File: config.mk
export PLATFORM = sky130hd
export DESIGN_NAME = tdbt_engine
export DESIGN_NICKNAME = d
export VERILOG_FILES = /design/src/include/tdbt_pkg.sv /design/src/rtl/tdbt_engine.sv
export VERILOG_INCLUDE_DIRS = /design/src /design/src/include
export SDC_FILE = /design/constraint.sdc
export NUM_CORES = 1
export LEC_CHECK = 0
export CAP_MARGIN = 20
export CORE_MARGIN = 3
export CORE_UTILIZATION = 40
export CTS_CLUSTER_DIAMETER = 150
export DETAILED_ROUTE_END_ITERATION = 10
export DONT_BUFFER_PORTS = 1
export GPL_TIMING_DRIVEN = 0
export PLACE_DENSITY = 0.5
export SYNTH_ARGS = -nofsm -noshare
export SYNTH_HDL_FRONTEND = slang
export SYNTH_SLANG_ARGS = --single-unit
export TNS_END_PERCENT = 100
File: constraint.sdc
create_clock -name ref_clk -period 5.6 [get_ports ref_clk]
set_input_delay 0.56 -clock ref_clk [delete_from_list [all_inputs] [get_ports ref_clk]]
set_output_delay 0.56 -clock ref_clk [all_outputs]
set_load 0.005 [all_outputs]
File: src/include/tdbt_params.svh
// constants of the two-dimensional block transfer engine: register indices,
// field positions, reset values. assumes an apb slave with 32-bit data.
//
// Function
// RQ1 - read to host, any layout each side
// RQ2 - read to host ignores data functions
// RQ3 - read phase picks first host byte
// RQ4 - move copies source area to destination
// RQ5 - move may colour-expand source data
// RQ6 - move may apply transparency
// RQ7 - start address is upper-left pixel
// RQ8 - pattern fill repeats stored 8x8 pattern
// RQ9 - software: pattern linear, destination rectangular
// RQ10 - software: pattern starts 16-bit aligned
// RQ11 - fill window from 1x1 to width x height
// RQ12 - pattern fill may use raster operation
// RQ13 - solid fill writes foreground, optional operation
// RQ14 - foreground low byte or full word
// RQ15 - shared line offset in 16-bit words
// RQ16 - byte start addresses, pixel sizes
// RQ17 - raster operation reads then rewrites destination
// RQ18 - four-bit code selects boolean function
// RQ19 - transparency skips background coloured pixels
// RQ20 - linear lines follow on, offset ignored
// RQ21 - linear host lines share a word
// RQ22 - rectangular line adds line offset
// RQ23 - rectangular host lines start new word
// RQ24 - 8 and 16 bpp only
`ifndef TDBT_PARAMS_SVH
`define TDBT_PARAMS_SVH
// register indices; byte address is four times the index
`define TDBT_IDX_CTRL 16'h8000
`define TDBT_IDX_STAT 16'h8002
`define TDBT_IDX_SRC 16'h8004
`define TDBT_IDX_DST 16'h8006
`define TDBT_IDX_OFF 16'h8008
`define TDBT_IDX_ROP 16'h800a
`define TDBT_IDX_WID 16'h800c
`define TDBT_IDX_HGT 16'h800e
`define TDBT_IDX_BG 16'h8010
`define TDBT_IDX_FG 16'h8024
// control fields: op[1:0], then flags, start is write-only
`define TDBT_START_BIT 15
`define TDBT_CTRL_W 10
// operation codes
`define TDBT_OP_READ 2'h0
`define TDBT_OP_MOVE 2'h1
`define TDBT_OP_PAT 2'h2
`define TDBT_OP_SOLID 2'h3
// reset values
`define TDBT_RST16 16'h0000
`define TDBT_RST_ADDR 19'h00000
`endif

File: src/include/tdbt_pkg.sv
// types of the block transfer engine: states and carrier structs.
// assumes tdbt_params.svh for the numeric constants.
package tdbt_pkg;
  // sequencer states
  typedef enum logic [2:0] {
    S_IDLE, S_SRC, S_DST, S_WR, S_PACK, S_OUT, S_ADV, S_FLUSH
  } tdbt_state_type;
  // control register layout, msb first
  typedef struct packed {
    logic host16; // 16-bit host data path
    logic phase; // starting host byte lane
    logic expand; // colour expansion in move
    logic transp; // transparency enable
    logic rop_en; // raster operation enable
    logic bpp16; // 16 bits per pixel
    logic dst_rect; // destination rectangular
    logic src_rect; // source rectangular
    logic [1:0] op; // operation
  } tdbt_ctrl_type;
  // display memory request
  typedef struct packed {
    logic req;
    logic we;
    logic [18:0] addr;
    logic [15:0] wdata;
    logic [1:0] be;
  } tdbt_mem_type;
  // host read data word
  typedef struct packed {
    logic valid;
    logic [15:0] data;
  } tdbt_host_type;
endpackage

File: src/rtl/tdbt_engine.sv
// block transfer engine: apb registers, pixel sequencer, memory and host ports.
// assumes a same-clock display memory answering each request with mem_ack.
//
// Decided for this implementation: register access over APB.
`timescale 1ns/10ps
`include "tdbt_params.svh"
`default_nettype none
module tdbt_engine
  import tdbt_pkg::*;
(
  input wire logic ref_clk,
  input wire logic rst_b,
  input wire logic psel,
  input wire logic penable,
  input wire logic pwrite,
  input wire logic [17:0] paddr,
  input wire logic [31:0] pwdata,
  output logic [31:0] prdata,
  output logic pready,
  output logic pslverr,
  output tdbt_mem_type mem,
  input wire logic mem_ack,
  input wire logic [15:0] mem_rdata,
  output tdbt_host_type host,
  input wire logic host_ready,
  output logic busy
);

  ////////////////////////////////////////////////////////////////////////////
  // registers
  tdbt_ctrl_type ctrl; // mode bits
  logic [18:0] src_addr, dst_addr; // byte start addresses
  logic [15:0] off, wid, hgt, rop_sel, bg, fg; // offset, size, colours
  tdbt_state_type state; // sequencer state
  logic [15:0] col, row; // pixel counters
  logic [18:0] src_line, dst_line; // current line start addresses
  logic [15:0] pix_src, pix_dst; // fetched operands
  logic [15:0] hbuf; // host word being packed
  logic hpos, hbyte, hfill; // lane, byte of pixel, partial word held

  // raster operation: code bit {s,d} gives each result bit
  function automatic logic [15:0] rop_apply(input logic [3:0] code,
                                            input logic [15:0] s,
                                            input logic [15:0] d);
    logic [15:0] r;
    r = '0;
    for (int i = 0; i < 16; i++) begin
      r[i] = code[{s[i], d[i]}];
    end
    return r;
  endfunction

  ////////////////////////////////////////////////////////////////////////////
  // apb decode
  wire [15:0] idx = paddr[17:2];
  wire setup = psel & ~penable;
  wire wr_take = psel & penable & pwrite & pready;
  wire hit = idx == `TDBT_IDX_CTRL || idx == `TDBT_IDX_STAT || idx == `TDBT_IDX_SRC ||
             idx == `TDBT_IDX_DST || idx == `TDBT_IDX_OFF || idx == `TDBT_IDX_ROP ||
             idx == `TDBT_IDX_WID || idx == `TDBT_IDX_HGT || idx == `TDBT_IDX_BG ||
             idx == `TDBT_IDX_FG;
  wire idle = state == S_IDLE;
  wire start = wr_take & ~pslverr & idx == `TDBT_IDX_CTRL & pwdata[`TDBT_START_BIT] & idle;
  logic [31:0] rd_mux;
  always_comb begin
    unique case (idx)
      `TDBT_IDX_CTRL: rd_mux = {22'h0, ctrl};
      `TDBT_IDX_STAT: rd_mux = {row, 15'h0, ~idle};
      `TDBT_IDX_SRC: rd_mux = {13'h0, src_addr};
      `TDBT_IDX_DST: rd_mux = {13'h0, dst_addr};
      `TDBT_IDX_OFF: rd_mux = {16'h0, off};
      `TDBT_IDX_ROP: rd_mux = {28'h0, rop_sel[3:0]};
      `TDBT_IDX_WID: rd_mux = {16'h0, wid};
      `TDBT_IDX_HGT: rd_mux = {16'h0, hgt};
      `TDBT_IDX_BG: rd_mux = {16'h0, bg};
      `TDBT_IDX_FG: rd_mux = {16'h0, fg};
      default: rd_mux = 32'h0;
    endcase
  end

  // zero-wait slave: answer registered in the setup cycle
  always_ff @(posedge ref_clk) begin
    if (!rst_b) begin
      pready <= 1'b0;
      pslverr <= 1'b0;
      prdata <= 32'h0;
    end else begin
      pready <= setup;
      pslverr <= setup & ~hit;
      prdata <= setup ? rd_mux : 32'h0;
    end
  end

  // register writes; settings are frozen while a transfer runs
  always_ff @(posedge ref_clk) begin
    if (!rst_b) begin
      ctrl <= '0;
      {src_addr, dst_addr} <= {`TDBT_RST_ADDR, `TDBT_RST_ADDR};
      {off, wid, hgt} <= {`TDBT_RST16, `TDBT_RST16, `TDBT_RST16};
      {rop_sel, bg, fg} <= {`TDBT_RST16, `TDBT_RST16, `TDBT_RST16};
    end else if (wr_take & idle) begin
      unique case (idx)
        `TDBT_IDX_CTRL: ctrl <= pwdata[`TDBT_CTRL_W-1:0];
        `TDBT_IDX_SRC: src_addr <= pwdata[18:0]; // RQ16
        `TDBT_IDX_DST: dst_addr <= pwdata[18:0]; // RQ16
        `TDBT_IDX_OFF: off <= pwdata[15:0];
        `TDBT_IDX_ROP: rop_sel <= {12'h0, pwdata[3:0]};
        `TDBT_IDX_WID: wid <= pwdata[15:0];
        `TDBT_IDX_HGT: hgt <= pwdata[15:0];
        `TDBT_IDX_BG: bg <= pwdata[15:0];
        `TDBT_IDX_FG: fg <= pwdata[15:0];
        default: ;
      endcase
    end
  end

  ////////////////////////////////////////////////////////////////////////////
  // datapath decode
  wire op_read = ctrl.op == `TDBT_OP_READ;
  wire op_move = ctrl.op == `TDBT_OP_MOVE;
  wire op_pat = ctrl.op == `TDBT_OP_PAT;
  wire need_src = ctrl.op != `TDBT_OP_SOLID;
  wire do_expand = ctrl.expand & op_move; // RQ5
  wire use_rop = ctrl.rop_en & ~op_read; // RQ2 RQ12 RQ13
  wire do_transp = ctrl.transp & (op_move | op_pat); // RQ6
  wire line_last_pixel = col == wid - 16'h1;
  wire last_row = row == hgt - 16'h1;
  // only 8 and 16 bpp exist: one or two bytes per pixel
  wire [18:0] col_b = ctrl.bpp16 ? {2'b0, col, 1'b0} : {3'b0, col}; // RQ24
  wire [18:0] pat_b = ctrl.bpp16 ? {15'h0, col[2:0], 1'b0} : {16'h0, col[2:0]};
  wire [18:0] src_pix = do_expand ? src_line + {6'h0, col[15:3]} :
                        op_pat ? src_line + pat_b : src_line + col_b; // RQ8
  wire [18:0] dst_pix = dst_line + col_b;
  // pattern rows wrap every eight lines back to the stored block
  wire [18:0] pat_row = ctrl.bpp16 ? {12'h0, row[2:0], 4'h0} : {13'h0, row[2:0], 3'h0};
  // rectangular step is the shared offset in words; linear runs on
  wire [18:0] rect_step = {2'b0, off, 1'b0}; // RQ15
  wire [18:0] lin_step = ctrl.bpp16 ? {2'b0, wid, 1'b0} : {3'b0, wid};
  wire [18:0] next_src_line = op_pat ? src_addr + pat_row + (ctrl.bpp16 ? 19'h10 : 19'h8) :
                              src_line + (ctrl.src_rect ? rect_step : lin_step);
  wire [18:0] next_dst_line = dst_line + (ctrl.dst_rect ? rect_step : lin_step); // RQ20 RQ22
  // pattern row 7 wraps back to the base
  wire [18:0] pat_next = row[2:0] == 3'h7 ? src_addr : next_src_line;
  // byte lane of a memory word
  wire [7:0] rd_byte = mem.addr[0] ? mem_rdata[15:8] : mem_rdata[7:0];
  wire [15:0] rd_pix = ctrl.bpp16 ? mem_rdata : {8'h0, rd_byte};
  wire [15:0] colour_mask = ctrl.bpp16 ? 16'hffff : 16'h00ff;
  wire [15:0] fg_pix = fg & colour_mask; // RQ14
  wire exp_bit = pix_src[~col[2:0]];
  wire [15:0] src_val = ~need_src ? fg_pix :
                        do_expand ? (exp_bit ? fg_pix : bg & colour_mask) : pix_src;
  wire [15:0] result = use_rop ? rop_apply(rop_sel[3:0], src_val, pix_dst) & colour_mask : src_val; // RQ18
  wire suppress = do_transp & (src_val == (bg & colour_mask)); // RQ19
  // next state after a fetch of the source operand
  wire [2:0] after_src = op_read ? S_PACK : use_rop ? S_DST : S_WR;
  tdbt_state_type first_st;
  assign first_st = need_src ? S_SRC : use_rop ? S_DST : S_WR;
  // host packing
  wire [7:0] host_byte = hbyte ? pix_src[15:8] : pix_src[7:0];
  wire last_b = hbyte == ctrl.bpp16;
  wire emit = ~ctrl.host16 | hpos | (last_b & line_last_pixel & ctrl.dst_rect); // RQ21 RQ23
  wire [15:0] next_hbuf = hpos ? {host_byte, hbuf[7:0]} : {hbuf[15:8], host_byte};

  ////////////////////////////////////////////////////////////////////////////
  // sequencer: one pixel at a time, memory request held until ack
  always_ff @(posedge ref_clk) begin
    if (!rst_b) begin
      state <= S_IDLE;
      {col, row} <= 32'h0;
      {src_line, dst_line} <= {`TDBT_RST_ADDR, `TDBT_RST_ADDR};
      {pix_src, pix_dst, hbuf} <= 48'h0;
      {hpos, hbyte, hfill} <= 3'h0;
      mem <= '0;
      host <= '0;
      busy <= 1'b0;
    end else begin
      unique case (state)
        S_IDLE: if (start) begin
          // corner pixel of each window comes first
          src_line <= src_addr; // RQ7
          dst_line <= dst_addr; // RQ7
          {col, row} <= 32'h0;
          {hbyte, hfill} <= 2'h0;
          hpos <= pwdata[8] & pwdata[9]; // RQ3
          busy <= 1'b1;
          state <= pwdata[1:0] != `TDBT_OP_SOLID ? S_SRC :
                   pwdata[5] ? S_DST : S_WR;
        end
        S_SRC: if (!mem.req) begin
          mem <= '{req: 1'b1, we: 1'b0, addr: src_pix, wdata: 16'h0, be: 2'b11}; // RQ1 RQ4
        end else if (mem_ack) begin
          mem.req <= 1'b0;
          pix_src <= do_expand ? {8'h0, rd_byte} : rd_pix;
          state <= tdbt_state_type'(after_src);
        end
        S_DST: if (!mem.req) begin
          mem <= '{req: 1'b1, we: 1'b0, addr: dst_pix, wdata: 16'h0, be: 2'b11}; // RQ17
        end else if (mem_ack) begin
          mem.req <= 1'b0;
          pix_dst <= rd_pix;
          state <= S_WR;
        end
        S_WR: if (suppress) begin
          state <= S_ADV;
        end else if (!mem.req) begin
          // result goes to the destination pixel, the one just read when use_rop is set
          mem.req <= 1'b1; // RQ17
          mem.we <= 1'b1;
          mem.addr <= dst_pix;
          mem.wdata <= ctrl.bpp16 ? result : {result[7:0], result[7:0]}; // RQ13
          mem.be <= ctrl.bpp16 ? 2'b11 : (dst_pix[0] ? 2'b10 : 2'b01);
        end else if (mem_ack) begin
          mem.req <= 1'b0;
          mem.we <= 1'b0;
          state <= S_ADV;
        end
        S_PACK: begin
          // raw memory bytes only, no data function
          hbuf <= next_hbuf; // RQ2
          hfill <= ~emit;
          hpos <= ~emit & ~hpos;
          if (emit) begin
            host <= '{valid: 1'b1, data: next_hbuf};
            state <= S_OUT;
          end else begin
            hbyte <= ~last_b;
            state <= last_b ? S_ADV : S_PACK;
          end
        end
        S_OUT: if (host_ready) begin
          host.valid <= 1'b0;
          hbyte <= ~last_b;
          state <= last_b ? S_ADV : S_PACK;
        end
        S_ADV: begin
          hbyte <= 1'b0;
          if (!line_last_pixel) begin
            col <= col + 16'h1;
            state <= first_st;
          end else begin
            col <= 16'h0;
            row <= row + 16'h1;
            src_line <= op_pat ? pat_next : next_src_line; // RQ8
            dst_line <= next_dst_line; // RQ20 RQ22
            // a rectangular host line restarts at the chosen lane
            if (op_read & ctrl.dst_rect & ctrl.host16) begin
              hpos <= ctrl.phase; // RQ3
            end
            if (last_row) begin
              if (hfill) begin
                host <= '{valid: 1'b1, data: hbuf};
                state <= S_FLUSH;
              end else begin
                busy <= 1'b0;
                state <= S_IDLE;
              end
            end else begin
              state <= first_st; // RQ11
            end
          end
        end
        S_FLUSH: if (host_ready) begin
          host.valid <= 1'b0;
          hfill <= 1'b0;
          busy <= 1'b0;
          state <= S_IDLE;
        end
        default: state <= S_IDLE;
      endcase
    end
  end
endmodule
`default_nettype wire

==> impl_metrics.sql, run 1 <==
INSERT INTO impl_metrics (metric_group, metric, value, unit) VALUES
('run_status', 'status', 'completed', ''),
('floorplan', 'chipWidth', '241', 'um'),
('floorplan', 'design.core.area', '0.0542', 'mm^2'),
('routing', 'routed-via-count', '23100', ''),
('placed_design', 'dpl-instance-area', '0.0230', 'mm^2'),
('grt', 'antenna_violations_before_repair', '2', ''),
('placed_design', 'place.gp.congestion', '0.994', ''),
('timing', 'final.setup_skew', '0.0397', 'ns'),
('routing', 'antenna_nets_post_route', '0', ''),
('routing', 'routed_wl', '102', 'mm'),
('floorplan', 'floorplan.die_area', '0.0581', 'mm^2'),
('timing', 'slew_violations', '0', ''),
('logic_synthesis', 'ys_async_sr_fraction', '0', '%'),
('routing', 'detail_route.first_pass.iterations', '9', ''),
('grt', 'maximum_number_of_pins_on_one_net_before_global_route_repair', '20', ''),
('clock_network', 'cts_max_path_buffers', '3', ''),
('logic_synthesis', 'synthesis.nets', '3073', ''),
('placed_design', 'dp.cells', '3615', ''),
('cells_and_area', 'layoutNonFillerInstCount', '3693', ''),
('logic_synthesis', 'synthesis.area', '0.0221', 'mm^2'),
('floorplan', 'pin_count', '164', ''),
('timing', 'setup_viol', '0', ''),
('setup_path', 'r2r-start', 'ctrl[1]', ''),
('worst_hold_path', 'hold_depth', '2', ''),
('floorplan', 'die_y', '241', 'um'),
('worst_hold_path', 'min_to', 'bg[11]', ''),
('clock_network', 'cts_made_buffers', '43', ''),
('placed_design', 'count_of_input_and_output_buffers', '0', ''),
('logic_synthesis', 'post-synth-top-area-cell', 'sky130_fd_sc_hd__dfxtp_1', ''),
('logic_synthesis', 'yosysMostFrequentCell', 'sky130_fd_sc_hd__nand2_1', ''),
('power_and_ir_drop', 'power_density_normalized_to_cell_area', '252', 'mW/mm^2'),
('clock_network', 'cts_sinks', '347', ''),
('power_and_ir_drop', 'leakage', '8.73', 'nW'),
('cells_and_area', 'finish.instance_area', '0.0245', 'mm^2'),
('logic_synthesis', 'synth_edf_count', '0', ''),
('setup_path', 'endpoint_kind', 'flip-flop', ''),
('logic_synthesis', 'synth_ff_type', 'sky130_fd_sc_hd__dfxtp_1', ''),
('cells_and_area', 'finalCoreUtilization', '45.2', '%'),
('routing', 'routedWlPerCell', '27.7', 'um'),
('timing', 'timing.final.crit_share', '95.4', '%'),
('setup_path', 'rr_worst_depth', '17', ''),
('grt', 'via_count_of_the_first_global_routing_pass', '21700', ''),
('placed_design', 'detailedPlace.worstSlack', '-1.34', 'ns'),
('timing', 'finalCriticalPeriod', '5.34', 'ns'),
('setup_path', 'critical_path_required', '6.04', 'ns'),
('logic_synthesis', 'synth_top_cells_by_count', '499 x sky130_fd_sc_hd__nand2_1, 347 x sky130_fd_sc_hd__dfxtp_1, 288 x sky130_fd_sc_hd__a21oi_1', ''),
('power_and_ir_drop', 'overall_power_consumption', '6.19', 'mW'),
('worst_hold_path', 'holdCritStartpoint', 'pwdata[11]', ''),
('clock_network', 'cts_tree', 'built', ''),
('timing', 'slew-limit-headroom', '20.8', '%'),
('logic_synthesis', 'netlist-cell-type-count', '89', ''),
('cells_and_area', 'drive_above_1_share', '6.61', '%'),
('placed_design', 'post-dp-hpwl', '79.3', 'mm'),
('flow_run', 'max-cap-violations', '0', ''),
('setup_path', 'arrival', '5.78', 'ns'),
('routing', 'remaining_drc_errors', '0', ''),
('setup_path', 'crit_fanout', '10', ''),
('cells_and_area', 'insertedDiodeCount', '0', ''),
('worst_hold_path', 'holdCritPathClass', 'primary input to flip-flop', ''),
('grt', 'gr-usage-all-layers', '34.3', '%'),
('clock_network', 'clock-root-buffer', 'sky130_fd_sc_hd__clkbuf_16', ''),
('logic_synthesis', 'area_contributors_post_synth', 'sky130_fd_sc_hd__dfxtp_1 31%, sky130_fd_sc_hd__nand2_1 8.5%, sky130_fd_sc_hd__a21oi_1 6.5%, sky130_fd_sc_hd__ha_1 4.7%, sky130_fd_sc_hd__nor2_1 4.6%', ''),
('timing', 'layout_setup_ws', '0.258', 'ns'),
('logic_synthesis', 'yosysWarnings', '0', ''),
('timing', 'fin_hold_ws', '0.0862', 'ns'),
('timing', 'tightestPinTransition', '1.19', 'ns'),
('logic_synthesis', 'netlist.area_leader.share', '31.4', '%'),
('grt', 'global_route.overflow_total', '0', ''),
('timing', 'achievable_freq', '187', 'MHz'),
('timing', 'finalSetupTns', '0', 'ns'),
('clock_network', 'clk-insertion-delay-late', '0.61', 'ns');
## cells by family after synthesis
group / count (synthesis) / synth area share [%]
and+or+nand+nor: 1140 / 23.5
buffers and inverters: 272 / 4.77
DFF: 347 / 31.4
adders and majority gates: 90 / 5.33
AOI/OAI and AO/OA: 783 / 22.5
muxes: 160 / 7.71
xor gates and xnor gates: 118 / 4.74
## power breakdown
part / internal (mW) / switching (mW) / total, mW
sequential: 2.53 / 0.0718 / 2.60
clock: 1.69 / 1.24 / 2.93
combinational: 0.185 / 0.472 / 0.657
## timing repair
item / CTS / global route
hold buffers: 1 / 0
hold endpoints to repair: 1 / 0
endpoints found under the setup margin: 24 / 3
pin swaps: 0 / 1
setup buffers: 0 / 1
resized for setup: 8 / 4
## registers in the layout, summed over array words and instances, names as in the netlist, 3 cells and up
signal    flops
bg           16
col          16
hgt          16
rop_sel       4
mem          39
dst_addr     19
pix_dst      16
dst_line     19
src_line     19
pix_src      16
host         17
wid          16
row          16
ctrl         10
off          16
src_addr     19
hbuf         16
state         3
prdata       32
fg           16
## how the worst max path moves through the flow
| stage | from | endpoint | slack [ns] | cells after the start |
|---|---|---|---|---|
| global route | ctrl[0] | mem[36] | -0.002 | 16 |
| CTS | ctrl[4] | src_line[16] | 0.07 | 18 |
| detailed placement | ctrl[4] | src_line[16] | -1.34 | 19 |
| global placement | ctrl[4] | src_line[16] | -1.38 | 19 |
| finish | ctrl[1] | mem[36] | 0.26 | 17 |
| floorplan | ctrl[4] | src_line[16] | 0.72 | 19 |
## cells in the final DEF (no fill, tap or decap), types with 54 or more instances in the layout
master,count
sky130_fd_sc_hd__a211oi_1,54
sky130_fd_sc_hd__xnor2_1,76
sky130_fd_sc_hd__a31oi_1,55
sky130_fd_sc_hd__nand3_1,67
sky130_fd_sc_hd__nor3_1,56
sky130_fd_sc_hd__inv_1,57
sky130_fd_sc_hd__mux2_2,62
sky130_fd_sc_hd__nand2_1,499
sky130_fd_sc_hd__mux2i_1,96
sky130_fd_sc_hd__a21oi_1,288
sky130_fd_sc_hd__clkbuf_1,187
sky130_fd_sc_hd__nor2_1,273
sky130_fd_sc_hd__ha_1,83
sky130_fd_sc_hd__o21ai_0,127
sky130_fd_sc_hd__dfxtp_1,347
## critical path: stages, from the launching register on
cell and delay, ns:
sky130_fd_sc_hd__dfxtp_1 0.38, sky130_fd_sc_hd__inv_1 0.11, sky130_fd_sc_hd__ha_1 0.26, sky130_fd_sc_hd__and2_1 0.23, sky130_fd_sc_hd__clkbuf_1 0.44, sky130_fd_sc_hd__clkbuf_1 0.61, sky130_fd_sc_hd__clkbuf_1 0.43, sky130_fd_sc_hd__a21oi_1 0.20
sky130_fd_sc_hd__fa_1 0.47, sky130_fd_sc_hd__a211o_1 0.28, sky130_fd_sc_hd__o211ai_1 0.20, sky130_fd_sc_hd__a211oi_1 0.20, sky130_fd_sc_hd__nand4b_1 0.32, sky130_fd_sc_hd__nand2_1 0.18, sky130_fd_sc_hd__o311ai_0 0.17, sky130_fd_sc_hd__mux2i_1 0.17
sky130_fd_sc_hd__o21ai_2 0.41, sky130_fd_sc_hd__a21oi_1 0.11
## metal layers
metal / routed length [um] / up-vias / track usage (%)
met5: 0 / - / 0
met4: 5130 / 0 / 15.8
met3: 8290 / 235 / 5.53
met2: 45200 / 1086 / 54.3
met1: 43600 / 11200 / 46.1
li1: - / 10600 / -
## area by class of cell
class                      count  area [um^2]
clock inverter                11          174
clock buffer                  66         1280
timing repair buffer          12         81.3
tap                          696          871
sequential                   347         6950
inverter                      58          218
multi-input combinational   2291        14100
buffer                       212          841
fill                        5567        29700
Note: power is estimated with default switching activity, not from simulation.
==> run 2, diff against run 1 <==
- CELL_PAD_IN_SITES_DETAIL_PLACEMENT: default -> 0
- CELL_PAD_IN_SITES_GLOBAL_PLACEMENT: default -> 2
- CORE_UTILIZATION: 40 -> 38
- PLACE_DENSITY: 0.5 -> 0.76
==> impl_metrics.sql, run 2 (synthesized netlist as in run 1, its figures left out) <==
INSERT INTO impl_metrics (metric_group, metric, value, unit) VALUES
('setup_path', 'endpoint_kind', 'flip-flop', ''),
('timing', 'unrepaired_setup_endpoints_after_global_routing', 'false', ''),
('setup_path', 'crit_fanout', '10', ''),
('worst_hold_path', 'holdCritStartpoint', 'penable', ''),
('clock_network', 'cts_sinks', '347', ''),
('power_and_ir_drop', 'power.share.clock', '47.9', '%'),
('power_and_ir_drop', 'internal_power', '4.50', 'mW'),
('routing', 'met1_length', '45.4', 'mm'),
('power_and_ir_drop', 'switching_share', '28.2', '%'),
('timing', 'achievable_freq', '188', 'MHz'),
('grt', 'gr-usage-all-layers', '33.1', '%'),
('routing', 'wire_length_on_met2', '47.4', 'mm'),
('run_status', 'status', 'completed', ''),
('worst_hold_path', 'holdCritPathClass', 'primary input to flip-flop', ''),
('placed_design', 'place.gp.congestion', '0.966', ''),
('timing', 'timing.final.crit_share', '94.8', '%'),
('setup_path', 'crit_path_max_cell_delay', '0.61', 'ns'),
('timing', 'tightestPinTransition', '1.14', 'ns'),
('routing', 'detailedRoute.firstIterationViolations', '2627', ''),
('clock_network', 'h_tree_depth', '2', ''),
('setup_path', 'cp.buffers_inverters', '4', ''),
('clock_network', 'clk_transition_reported_paths', '0.07', 'ns'),
('cells_and_area', 'fillers', '5903', ''),
('cells_and_area', 'layout_common_cells', '499 x sky130_fd_sc_hd__nand2_1, 347 x sky130_fd_sc_hd__dfxtp_1, 288 x sky130_fd_sc_hd__a21oi_1, 273 x sky130_fd_sc_hd__nor2_1, 183 x sky130_fd_sc_hd__clkbuf_1', ''),
('routing', 'antenna_nets_post_route', '0', ''),
('power_and_ir_drop', 'total_switching_power', '1.76', 'mW'),
('routing', 'detail_route.first_pass.iterations', '9', ''),
('floorplan', 'floorplan.die_area', '0.0611', 'mm^2'),
('routing', 'routed_wl', '104', 'mm'),
('timing', 'finalCriticalPeriod', '5.31', 'ns'),
('setup_path', 'critical_path_required', '6.04', 'ns'),
('placed_design', 'count_of_input_and_output_buffers', '0', ''),
('setup_path', 'crit_type', 'flip-flop to flip-flop', ''),
('cells_and_area', 'areaGrowthSynthToFinish', '11.8', '%'),
('timing', 'hold_viol_final', '0', ''),
('clock_network', 'post_cts_hold_buffer_count', '0', ''),
('setup_path', 'arrival', '5.75', 'ns'),
('cells_and_area', 'largest-register', 'mem', ''),
('cells_and_area', 'mostFrequentLayoutCell', 'sky130_fd_sc_hd__nand2_1', ''),
('floorplan', 'design.core.area', '0.0569', 'mm^2'),
('floorplan', 'pin_count', '164', ''),
('cells_and_area', 'fin_nets', '3128', ''),
('power_and_ir_drop', 'leakage', '8.78', 'nW'),
('routing', 'routed-wl-met3', '7.41', 'mm'),
('routing', 'routedWlPerCell', '27.6', 'um'),
('floorplan', 'initial_util', '38.8', '%'),
('timing', 'slew_violations', '0', ''),
('timing', 'slew-limit-headroom', '24.2', '%'),
('placed_design', 'dp.cells', '3674', ''),
('grt', 'via_count_of_the_first_global_routing_pass', '21300', ''),
('cells_and_area', 'largest_register_ffs', '39', ''),
('setup_path', 'r2r-start', 'ctrl[0]', ''),
('setup_path', 'critPathSlowestCell', 'sky130_fd_sc_hd__clkbuf_1', ''),
('cells_and_area', 'reg.largest.list', 'mem: 39 flops, prdata: 32 flops', ''),
('setup_path', 'path_delay_family', 'compound AO/OA/AOI/OAI gates', ''),
('floorplan', 'rows', '87', ''),
('routing', 'remaining_drc_errors', '0', ''),
('floorplan', 'die_y', '247', 'um'),
('routing', 'routed-via-count', '23000', ''),
('floorplan', 'chipWidth', '247', 'um'),
('grt', 'global_route.overflow_total', '0', ''),
('clock_network', 'clk-insertion-delay-late', '0.60', 'ns'),
('grt', 'antenna_violations_before_repair', '3', ''),
('cells_and_area', 'layoutNonFillerInstCount', '3755', ''),
('setup_path', 'worst_path_most_repeated_cell', 'sky130_fd_sc_hd__clkbuf_1', ''),
('grt', 'grt_first_pass_wirelength', '149', 'mm'),
('power_and_ir_drop', 'combPwrFrac', '10.5', '%'),
('placed_design', 'post-dp-hpwl', '80.6', 'mm'),
('clock_network', 'clock-root-buffer', 'sky130_fd_sc_hd__clkbuf_16', ''),
('flow_run', 'max-cap-violations', '0', ''),
('timing', 'setup_viol', '0', ''),
('power_and_ir_drop', 'power.ir.vdd_worst', '226', 'uV'),
('routing', 'maxUsedRoutingLayer', 'met4', ''),
('clock_network', 'cts_tree', 'built', ''),
('grt', 'maximum_number_of_pins_on_one_net_before_global_route_repair', '20', ''),
('cells_and_area', 'drive_above_1_share', '6.90', '%'),
('setup_path', 'critPathLaunchType', 'flip-flop', ''),
('clock_network', 'cts_made_buffers', '43', ''),
('clock_network', 'cts_max_path_buffers', '3', ''),
('cells_and_area', 'finish.instance_area', '0.0247', 'mm^2'),
('setup_path', 'startpoint', 'ctrl[0]', ''),
('routing', 'vias_per_cell', '6.12', ''),
('timing', 'final.setup_skew', '0.0202', 'ns'),
('setup_path', 'cell_by_cell_trace_of_the_critical_path', 'inv_1 > ha_1 > clkbuf_1 > clkbuf_1 > clkbuf_1 > o211ai_1 > o21a_1 > ha_1 > o211ai_1 > a211oi_2 > nand4b_1 > nand2_1 > o311ai_0 > mux2i_1 > o21ai_1 > a21oi_1', ''),
('power_and_ir_drop', 'power_density_normalized_to_cell_area', '253', 'mW/mm^2'),
('placed_design', 'dpl-instance-area', '0.0232', 'mm^2'),
('power_and_ir_drop', 'seq_power_share', '41.6', '%');
[run 2: layout make-up]
cell class	count	area (um^2)	share of cell area, %
clock inverters	19	270	1.09
flip-flops and latches	347	6950	28.1
inverters	58	218	0.881
clock buffers	59	1230	4.96
well taps	756	946	3.83
multi-input cells	2291	14100	57.2
diodes	1	2.50	0.0101
repair buffers	11	110	0.446
plain buffers	213	846	3.42
[run 2: metal layers]
layer	up-vias	track usage [%]
li1	10600	-
met1	11200	44.7
met2	1023	54.4
met3	201	4.83
met4	0	10.7
met5	-	0
[run 2: worst register-to-register path: stages (launching register included)]
cell and delay [ns]:
sky130_fd_sc_hd__dfxtp_1 0.38, sky130_fd_sc_hd__inv_1 0.11, sky130_fd_sc_hd__ha_1 0.18, sky130_fd_sc_hd__clkbuf_1 0.46, sky130_fd_sc_hd__clkbuf_1 0.58, sky130_fd_sc_hd__clkbuf_1 0.62
sky130_fd_sc_hd__o211ai_1 0.20, sky130_fd_sc_hd__o21a_1 0.15, sky130_fd_sc_hd__ha_1 0.34, sky130_fd_sc_hd__o211ai_1 0.24, sky130_fd_sc_hd__a211oi_2 0.38, sky130_fd_sc_hd__nand4b_1 0.22
sky130_fd_sc_hd__nand2_1 0.11, sky130_fd_sc_hd__o311ai_0 0.45, sky130_fd_sc_hd__mux2i_1 0.18, sky130_fd_sc_hd__o21ai_1 0.44, sky130_fd_sc_hd__a21oi_1 0.12
[run 2: stage by stage]
stage               worst slack [ns]  setup TNS [ns]  utilization, %  hold WS (ns)  power (mW)
global route                  0.0378               0            43.4        0.0280        6.46
detailed placement             -1.61          -13.06            40.7         0.478        3.30
finish                         0.293               0            43.4        0.0484        6.26
global placement               -1.59          -20.97            40.5         0.480        3.29
floorplan                      0.721               0               -         0.445        3.04
CTS                          0.00953               0            43.3        0.0167        6.30
[run 2: worst paths after layout]
path | slack [ns] | cells past startpoint | end
max reg2reg | 0.29 | 16 | mem[36]
max | 0.29 | 16 | mem[36]
min reg2reg | 0.49 | 1 | mem[10]
min | 0.05 | 1 | pslverr
[run 2: power groups by stage]
stage          clock, mW  sequential (mW)  combinational, mW
2_1_floorplan          0             2.62              0.414
4_1_cts             3.05             2.60              0.650
6_report            3.00             2.60              0.659
3_5_place_dp           0             2.66              0.648
3_3_place_gp           0             2.66              0.637
5_1_grt             3.14             2.61              0.711
[run 2: what timing repair did]
item | in CTS | in global routing
gates resized for setup | 7 | 10
buffers inserted | 0 | 3
hold endpoints to repair | 0 | 0
endpoints found under the setup margin | 27 | 3
pin swaps | 0 | 1
cloned | 0 | 0
